### src/hdl/ieinj_pkg.sv
package ieinj_pkg;

  // Register byte offsets
  localparam logic [11:0] IEINJ_INJECT_OFFSET = 12'h490;
  localparam logic [11:0] IEINJ_STATUS_OFFSET = 12'h494;
  localparam logic [11:0] IEINJ_MASK_OFFSET = 12'h498;
  localparam logic [11:0] IEINJ_SEVERITY_OFFSET = 12'h49C;
  localparam logic [11:0] IEINJ_IRQ_STATUS_OFFSET = 12'h4A0;
  localparam logic [11:0] IEINJ_IRQ_MASK_OFFSET = 12'h4A4;

  // Field layout
  localparam int IEINJ_NUM_CLASSES = 19;
  localparam logic [31:0] IEINJ_VALID_BITS = 32'h0007_FFF7;
  localparam logic [31:0] IEINJ_INJECT_READ_VALUE = 32'h0000_0000;

  // Reset values
  localparam logic [31:0] IEINJ_STATUS_RESET = 32'h0000_0000;
  localparam logic [31:0] IEINJ_MASK_RESET = 32'h0000_0000;
  localparam logic [31:0] IEINJ_SEVERITY_RESET = 32'h0004_D510;
  localparam logic [1:0] IEINJ_IRQ_STATUS_RESET = 2'h0;
  localparam logic [1:0] IEINJ_IRQ_MASK_RESET = 2'h0;

  // Interrupt status bit positions
  localparam int IEINJ_IRQ_CORR_BIT = 0;
  localparam int IEINJ_IRQ_UNCORR_BIT = 1;

  // Wishbone request bundle
  typedef struct packed {
    logic cyc;
    logic stb;
    logic we;
    logic [11:0] adr;
    logic [3:0] sel;
    logic [31:0] dat;
  } ieinj_wb_req_t;

  // Error report bundle
  typedef struct packed {
    logic corr;
    logic uncorr;
  } ieinj_report_t;

endpackage

### src/hdl/ieinj_top.sv
`timescale 1ns/10ps
module ieinj_top (
  input wire logic clk_i,
  input wire logic rst_i,
  input wire ieinj_pkg::ieinj_wb_req_t wb_req_i,
  input wire logic [31:0] hw_err_i,
  output logic [31:0] wb_dat_o,
  output logic wb_ack_o,
  output logic wb_err_o,
  output ieinj_pkg::ieinj_report_t report_o,
  output logic irq_o
);
  import ieinj_pkg::*;

  // Register map of this bank, all 32-bit words on byte offsets:
  //   injection   write-only strobes, reads zero, sets status flags
  //   status      sticky flags, write one to clear, set by events or injection
  //   mask        one masks a flag out of both report classes
  //   severity    one reports a flag as uncorrectable, zero as correctable
  //   irq status  bit 0 correctable, bit 1 uncorrectable, sticky, write one to clear
  //   irq mask    one lets the matching sticky bit drive the interrupt
  // Reserved bit positions read zero and ignore writes in every word.
  // A write takes effect on the edge that accepts it; the answer follows
  // one cycle later, so a read issued right after a write sees the new value.
  // Hardware error inputs come from logic on this clock and need no
  // synchronising; a bit held high keeps setting its flag every cycle.
  // Trade-off: the bus answers a cycle after it accepts a request, which
  // costs a cycle per access but keeps every bus output on a flip-flop.

  // Sticky error flags
  logic [31:0] status_reg;
  logic [31:0] status_next;

  // Per-flag mask, one meaning masked
  logic [31:0] mask_reg;
  logic [31:0] mask_next;

  // Per-flag severity, one meaning uncorrectable
  logic [31:0] sev_reg;
  logic [31:0] sev_next;

  // Sticky interrupt bits and their enables
  logic [1:0] irq_sts_reg;
  logic [1:0] irq_sts_next;
  logic [1:0] irq_msk_reg;
  logic [1:0] irq_msk_next;

  // Bus answer: read word, acknowledge and error
  logic [31:0] rdata_reg;
  logic [31:0] rdata_next;
  logic ack_reg;
  logic ack_next;
  logic err_reg;
  logic err_next;

  // Registered report levels
  ieinj_report_t report_reg;
  ieinj_report_t report_next;

  // Request qualification and address decode
  logic access;
  logic wr_stb;
  logic hit;
  logic sel_inject;
  logic sel_status;
  logic sel_mask;
  logic sel_sev;
  logic sel_irq_sts;
  logic sel_irq_msk;

  // Write data after byte lanes and reserved bits
  logic [31:0] byte_mask;
  logic [31:0] wr_bits;

  // Set and clear terms, one bit per flag
  logic [31:0] inject_set;
  logic [31:0] hw_set;
  logic [31:0] status_clr;
  logic [31:0] flag_set;
  logic [31:0] flag_clr;

  // Report routing and interrupt edges
  logic [31:0] active;
  logic [31:0] corr_vec;
  logic [31:0] uncorr_vec;
  logic [1:0] irq_clr;
  logic [1:0] irq_rise;

  // Byte enables expanded to a bit mask, one lane per generate pass; the
  // injection word honours them too, so a partial write injects only its lanes
  genvar lane;
  generate
    for (lane = 0; lane < 4; lane++) begin : g_lane
      assign byte_mask[lane*8 +: 8] = {8{wb_req_i.sel[lane]}};
    end
  endgenerate

  // New access only while no answer is outstanding; a master that keeps
  // its strobe up past the answer is taken again, so it must drop it
  assign access = wb_req_i.cyc && wb_req_i.stb && !ack_reg && !err_reg;
  assign wr_stb = access && wb_req_i.we;
  // Deselected byte lanes and reserved bit positions never reach state
  assign wr_bits = wb_req_i.dat & byte_mask & IEINJ_VALID_BITS;

  // Address decoder shared by the write and read paths; one select at most
  always_comb begin
    sel_inject = 1'b0;
    sel_status = 1'b0;
    sel_mask = 1'b0;
    sel_sev = 1'b0;
    sel_irq_sts = 1'b0;
    sel_irq_msk = 1'b0;
    if (wb_req_i.adr == IEINJ_INJECT_OFFSET) begin
      sel_inject = 1'b1;
    end else if (wb_req_i.adr == IEINJ_STATUS_OFFSET) begin
      sel_status = 1'b1;
    end else if (wb_req_i.adr == IEINJ_MASK_OFFSET) begin
      sel_mask = 1'b1;
    end else if (wb_req_i.adr == IEINJ_SEVERITY_OFFSET) begin
      sel_sev = 1'b1;
    end else if (wb_req_i.adr == IEINJ_IRQ_STATUS_OFFSET) begin
      sel_irq_sts = 1'b1;
    end else if (wb_req_i.adr == IEINJ_IRQ_MASK_OFFSET) begin
      sel_irq_msk = 1'b1;
    end
  end

  // Unmapped offsets fall through to the error answer
  assign hit = sel_inject || sel_status || sel_mask
    || sel_sev || sel_irq_sts || sel_irq_msk;

  // Injection is a pure write strobe; only ones set, zeros leave flags alone
  assign inject_set = (wr_stb && sel_inject) ?
    wr_bits : 32'h0000_0000;
  // Write-one-to-clear terms of the status flags
  assign status_clr = (wr_stb && sel_status) ? wr_bits : 32'h0000_0000;
  // Real hardware events share the set path with injection; each cycle
  // high sets the flag, so a held level simply keeps it set
  assign hw_set = hw_err_i & IEINJ_VALID_BITS;
  assign active = status_reg & ~mask_reg;

  // Per-flag set, clear and report routing; reserved positions are tied off
  genvar flag;
  generate
    for (flag = 0; flag < 32; flag++) begin : g_flag
      if (IEINJ_VALID_BITS[flag]) begin : g_live
        assign flag_set[flag] = inject_set[flag] | hw_set[flag];
        assign flag_clr[flag] = status_clr[flag];
      end else begin : g_tied
        // Nothing can set a reserved flag, so it always reads zero
        assign flag_set[flag] = 1'b0;
        assign flag_clr[flag] = 1'b1;
      end
      // Severity steers each unmasked flag to exactly one report class
      assign uncorr_vec[flag] = active[flag] & sev_reg[flag];
      assign corr_vec[flag] = active[flag] & ~sev_reg[flag];
    end
  endgenerate

  // Status flags: set wins over a same-cycle write-one-to-clear, so an
  // event is never lost; reserved positions clear every cycle
  always_comb begin
    status_next = (status_reg & ~flag_clr) | flag_set;
  end

  always_ff @(posedge clk_i) begin
    if (rst_i) begin
      status_reg <= IEINJ_STATUS_RESET;
    end else begin
      status_reg <= status_next;
    end
  end

  // Mask and severity: plain read-write words, byte lanes honoured
  always_comb begin
    mask_next = mask_reg;
    sev_next = sev_reg;
    if (wr_stb && sel_mask) begin
      mask_next = (mask_reg & ~byte_mask) | wr_bits;
    end else if (wr_stb && sel_sev) begin
      sev_next = (sev_reg & ~byte_mask) | wr_bits;
    end
  end

  always_ff @(posedge clk_i) begin
    if (rst_i) begin
      mask_reg <= IEINJ_MASK_RESET;
      sev_reg <= IEINJ_SEVERITY_RESET;
    end else begin
      mask_reg <= mask_next;
      sev_reg <= sev_next;
    end
  end

  // Write-one-to-clear terms of the sticky interrupt bits, low byte only
  assign irq_clr = (wr_stb && sel_irq_sts && wb_req_i.sel[0]) ? wb_req_i.dat[1:0] : 2'h0;

  // Interrupt group: report levels, sticky bits set on a rising report, mask
  always_comb begin
    report_next.uncorr = |uncorr_vec;
    report_next.corr = |corr_vec;
    // Only a rising report sets a sticky bit, so a flag left standing
    // does not re-raise the interrupt after software clears it
    irq_rise = 2'h0;
    irq_rise[IEINJ_IRQ_CORR_BIT] = report_next.corr && !report_reg.corr;
    irq_rise[IEINJ_IRQ_UNCORR_BIT] = report_next.uncorr && !report_reg.uncorr;
    // Set beats clear so an edge in the clearing cycle is not lost
    irq_sts_next = (irq_sts_reg & ~irq_clr) | irq_rise;
    irq_msk_next = irq_msk_reg;
    if (wr_stb && sel_irq_msk && wb_req_i.sel[0]) begin
      irq_msk_next = wb_req_i.dat[1:0];
    end
  end

  always_ff @(posedge clk_i) begin
    if (rst_i) begin
      irq_sts_reg <= IEINJ_IRQ_STATUS_RESET;
      irq_msk_reg <= IEINJ_IRQ_MASK_RESET;
      report_reg <= '0;
    end else begin
      irq_sts_reg <= irq_sts_next;
      irq_msk_reg <= irq_msk_next;
      report_reg <= report_next;
    end
  end

  // Bus answer: one-cycle ack for a mapped offset, err for anything else,
  // so a stray access never leaves the master waiting
  always_comb begin
    ack_next = access && hit;
    err_next = access && !hit;
  end

  always_ff @(posedge clk_i) begin
    if (rst_i) begin
      ack_reg <= 1'b0;
      err_reg <= 1'b0;
    end else begin
      ack_reg <= ack_next;
      err_reg <= err_next;
    end
  end

  // Read multiplexer; the word stands only in the answer cycle and is zero
  // otherwise, so stale data never lingers on the bus
  always_comb begin
    rdata_next = 32'h0000_0000;
    if (access && !wb_req_i.we) begin
      if (sel_inject) begin
        rdata_next = IEINJ_INJECT_READ_VALUE;
      end else if (sel_status) begin
        rdata_next = status_reg;
      end else if (sel_mask) begin
        rdata_next = mask_reg;
      end else if (sel_sev) begin
        rdata_next = sev_reg;
      end else if (sel_irq_sts) begin
        rdata_next = {30'h0000_0000, irq_sts_reg};
      end else if (sel_irq_msk) begin
        rdata_next = {30'h0000_0000, irq_msk_reg};
      end
    end
  end

  always_ff @(posedge clk_i) begin
    if (rst_i) begin
      rdata_reg <= 32'h0000_0000;
    end else begin
      rdata_reg <= rdata_next;
    end
  end

  // Outputs come straight from flip-flops, except the interrupt level
  assign wb_ack_o = ack_reg;
  assign wb_err_o = err_reg;
  assign wb_dat_o = rdata_reg;
  assign report_o = report_reg;
  // Level interrupt while any enabled sticky bit is set; it stays up until
  // software clears or masks the sticky bit, even after the flag itself is cleared
  assign irq_o = |(irq_sts_reg & irq_msk_reg);

endmodule

### config.mk
export PLATFORM = sky130hd
export DESIGN_NAME = ieinj_top
export DESIGN_NICKNAME = d
export VERILOG_FILES = /design/src/hdl/ieinj_pkg.sv /design/src/hdl/ieinj_top.sv
export SDC_FILE = /design/constraint.sdc
export NUM_CORES = 1
export LEC_CHECK = 0
export BUFFER_PORTS_ARGS = -buffer_cell sky130_fd_sc_hd__buf_2
export CORE_ASPECT_RATIO = 1.1
export CORE_UTILIZATION = 40
export CTS_BUF_LIST = sky130_fd_sc_hd__clkbuf_8 sky130_fd_sc_hd__clkbuf_16
export DETAILED_ROUTE_END_ITERATION = 10
export PLACE_DENSITY_LB_ADDON = 0.12
export SKIP_CTS_REPAIR_TIMING = 1
export SLEW_MARGIN = 20
export SYNTH_ARGS = -nofsm -noshare
export SYNTH_HDL_FRONTEND = slang
export SYNTH_SLANG_ARGS = --single-unit
### constraint.sdc
create_clock -name clk_i -period 1.57 [get_ports clk_i]
set_input_delay 0 -clock clk_i [delete_from_list [all_inputs] [get_ports clk_i]]
set_output_delay 0 -clock clk_i [all_outputs]
set_load 0.005 [all_outputs]
; ---- Word level (Yosys, flattened, before mapping)
; Index checks and enable logic that the tools add are counted.
[op_classes]
bitwise_logic = 131
n_addsub = 0
n_reduce_logical = 33
n_div = 0
mux = 29
shifts = 0
order_cmp = 0
multipliers = 0
eq_ne = 6
[op_table]
columns = op, count
row1 = 32-bit bitwise AND, 4
row2 = 32-bit two-way mux, 3
row3 = 32-bit NOT, 3
row4 = 32-bit by 19-bit OR with 32-bit output, 3
row5 = "12-bit by 11-bit == test with 1-bit output, second input constant", 6
row6 = 1-bit bitwise AND, 64
row7 = 32-bit OR reduction, 2
row8 = 19-bit two-way mux, 2
row9 = 1-bit NOT, 34
row10 = 1-bit two-way mux, 21
row11 = 19-bit bitwise AND, 1
row12 = 1-bit OR, 18
row13 = 1-bit logical AND, 17
row14 = 1-bit logical NOT, 6
row15 = 2-bit two-way mux, 3
row16 = 1-bit logical OR, 5
row17 = 2-bit bitwise AND, 2
row18 = 3-bit OR reduction, 1
row19 = 2-bit NOT, 1
row20 = 2-bit OR, 1
row21 = 2-bit AND reduction, 1
row22 = 2-bit OR reduction, 1
[totals]
ramBits = 0
latchBits = 0
reg_bits = 136
output_inout_bits = 37
in_bits = 85
memories = 0
mem_bits_ro = 0

; ---- Depth between registers and ports, before layout
[depth]
depth_word = 12
ltp_mapped = 7
ltp_nobuf = 4

; ---- Worst setup path after synthesis
; Ideal clock, no wire load.
[synth_path]
path_type = flip-flop to flip-flop
from = register err_reg (netlist: wb_err_o)
to = register with a tool-made name
slack_ns = -0.145
path_buffers = 1
setup_time_ns = 0.132
stages_incl_launch_ff = 6
t_arrival_ns = 1.583
synth_period_minus_slack_ns = 1.715
required_time_ns = 1.438
path_cell_list = dfxtp_1 -> nand4bb_1 -> or4_4 -> buf_6 -> o31ai_1 -> a21oi_1
[synth_lines]
columns = item, line
row1 = start: declaration, ieinj_top.sv:53  ; logic err_reg;
row2 = start signal: assignment, ieinj_top.sv:240  ; err_reg <= err_next;

==> results.txt <==
Outcome = complete, but fails checks
Failing checks = hold timing, setup timing
Final WS setup = -0.2396 ns
Starting density of the core = 40.99%
Max-Cap Viols = 0
Total Routing Usage GR = 26.89%
Detail Placement HPWL = 12640 µm
RSZ-0062 raised after global routing = true
Grt met3 use = 5.499%
GR peak layer = met2
Via count = 5846
Internal power = 6.299 mW
Fin nets = 928
Met2 Resource Use GR = 43.79%
Post-route cell area = 8417 µm²
H-tree depth = 4
Async SR Flop Fraction = 0%
Critical path class = reg2reg
Hold Crit Start = wb_req_i[36]
Peak supply drop = 0.6993 mV
Total power = 8.197 mW
Sum of buffers and inverters on the critical path = 2
Crit path from = wb_ack_o$_SDFF_PP0_
Total grt overflow = 0
Post-synth EDFFs = 0
Min Hold Slack = -0.007007 ns
Final period utilization = 115.3%
Routed WL per cell = 19.00 µm
Post-synth top area share = 45.09%
Chip Height = 124.0 µm
Crit. End Element = flip-flop
CTS Buffer Depth = 2
Top-count cell post-synth = dfxtp_1
Io pins = 122
DRT iter0 DRCs = 500
Number of synthesized register bits = 122
Reg2reg start = wb_ack_o$_SDFF_PP0_
Die area = 14010 µm²
Layout cell share with drive strength beyond 1 = 37.50%
CTS tree = yes
Req. time, crit path = 1.88 ns
Cts bufs inserted = 17
Synth Area per Inst = 8.680 µm²
Post-synth top cells = 122 x dfxtp_1, 54 x nor2_1, 52 x nand3_1, 41 x a21oi_1, 37 x clkbuf_1
Mapped Nets = 709
Detailed Route WL = 19330 µm
Syn. warnings = 0
Yosys cell types = 51
Filler Cells Inserted = 1081
Drt pass-1 iters = 4
Final RePlAce weighted congestion = 0.8520
Post-Layout Cell Count = 1017
Net Sw Power = 1.898 mW
Initial antenna violation count = 0
Antenna-violating nets left = 0
Clk sinks = 122
Slowest cell delay on critical path = 0.54 ns
Seq pwr share = 39.0%
Top area cells in the synthesized netlist = dfxtp_1 45%, nand3_1 4.8%, a21oi_1 3.8%
# diodes = 0
Sequential standard cell area = 2444 µm²
Post-route DRC = 0
CP max stage cell = or4_4
Slew @ Worst Pin = 0.5135 ns
Combinational Power Share = 9.9%
Crit path DAT = 2.12 ns
Top_reg_cell synth = dfxtp_1
Cell Rows = 44
Mapped Area = 5416 µm²
Switching share of power = 23.15%
Share of total power in the clock network = 51.1%
M1 GR Usage = 34.18%
Final setup vio count = 61
Final Max Tran Viols = 0
Placed cell count = 937
Root buf cell = clkbuf_16
DP Area = 6773 µm²
Headroom to the max-slew limit = 65.33%
Global-route wire length before repair = 28520 µm
Worst skew pair latency = 0.43 ns
Min cycle time layout = 1.810 ns
P&R area growth vs syn = 55.39%
Port bufs = 93
Pre-CTS WS = -0.3749 ns
Area used by multi-input combinational logic = 3191 µm²
Sequential fraction of the synthesis area = 45.09%
Final hold violations = 1
Vias in the first global route = 5341
Fmax = 552.6 MHz
Final Util = 63.70%
Core ar. = 13210 µm²
Pwr dens = 973.8 nW/µm²
Instance count of the mapped netlist = 624
Worst-path clk slew = 0.06 ns
Chip Width = 113.0 µm
Layout Skew = 0.008725 ns
Crit path cell chain = buf_6, nand4bb_4, buf_4, or4_4, o21ai_1, a21oi_1
CP Max Fanout = 5
LEAKAGE = 3.436 nW
Vias/cell = 5.748
CP Launch Type = flip-flop
CP top delay family = simple AND/OR/NAND/NOR gates
Pin count of the biggest net entering global routing = 73
Leading area contributor after synthesis = dfxtp_1
Hold WC Path Type = in2reg
-- placed cells by master (no fill, tap or decap), types with 12 or more instances in the layout --
| cell | netlist | layout |
|---|---|---|
| dfxtp_1 | 122 | 121 |
| buf_2 | 5 | 94 |
| buf_4 | 0 | 93 |
| nand3_1 | 52 | 52 |
| nor2_1 | 54 | 51 |
| a21oi_1 | 41 | 41 |
| dlygate4sd3_1 | 0 | 39 |
| nand2_1 | 33 | 32 |
| inv_1 | 29 | 29 |
| nand4_1 | 29 | 29 |
| and2_1 | 21 | 21 |
| nor3b_1 | 21 | 20 |
| clkbuf_16 | 0 | 17 |
| nand3b_1 | 16 | 16 |
| nor4_4 | 2 | 15 |
| o311ai_2 | 0 | 14 |
| a22oi_1 | 14 | 14 |
| o21ai_1 | 0 | 13 |
| buf_6 | 2 | 13 |
| o21ai_2 | 0 | 12 |
-- layer usage --
| layer | wire length, µm | vias up |
|---|---|---|
| met3 | 1194 | 43 |
| met1 | 8193 | 2822 |
| met5 | 0 | - |
| met4 | 545 | 0 |
| li1 | - | 2752 |
| met2 | 9395 | 229 |
-- worst paths after layout --
| check | end | slack, ns | cells past startpoint |
|---|---|---|---|
| min | wb_ack_o$_SDFF_PP0_ | -0.007 | 5 |
| min reg2reg | sev_reg[28]$_SDFFE_PP0P_ | 0.46 | 1 |
| max | flip-flop | -0.24 | 6 |
| max reg2reg | flip-flop | -0.24 | 6 |
-- cell families (layout without fill, tap and decap cells) --
logic type,after synthesis,in the layout,synth area share (%)
mux,7,7,1.317
flops,122,122,45.09
buf+inv,76,307,5.659
simple gates,279,280,30.72
compound gates,140,140,17.21
-- through the flow --
stage,hold WS [ns],TNS (ns)
2_1_floorplan,0.1090,-0.9984
3_3_place_gp,0.1930,-12.95
3_5_place_dp,0.1987,-15.74
4_1_cts,-0.2398,-9.510
5_1_grt,0.02498,-10.92
6_report,-0.007007,-5.881
-- layout make-up --
type	count	share of cell area, %
clock buffer	20	5.545
clock inverter	12	2.022
inverter	29	1.293
multi-input combinational	427	37.91
sequential	122	29.03
tap	161	2.393
timing repair buffer	246	21.81
-- worst register-to-register path: cells and delay by family (launching register included) --
family,cells,cell delay [ns]
and+or+nand+nor,2,0.81
buffers and inverters,2,0.30
DFF,1,0.32
AOI/OAI and AO/OA,2,0.28
-- power groups by stage --
stage	sequential, mW	combinational [mW]	clock (mW)
floorplan	3.25	0.274	0
CTS	3.19	0.620	4.23
finish	3.20	0.811	4.19
detailed placement	3.26	0.616	0
global route	3.20	0.867	4.39
global placement	3.26	0.600	0
No activity file was read; power rests on OpenSTA's default activity.
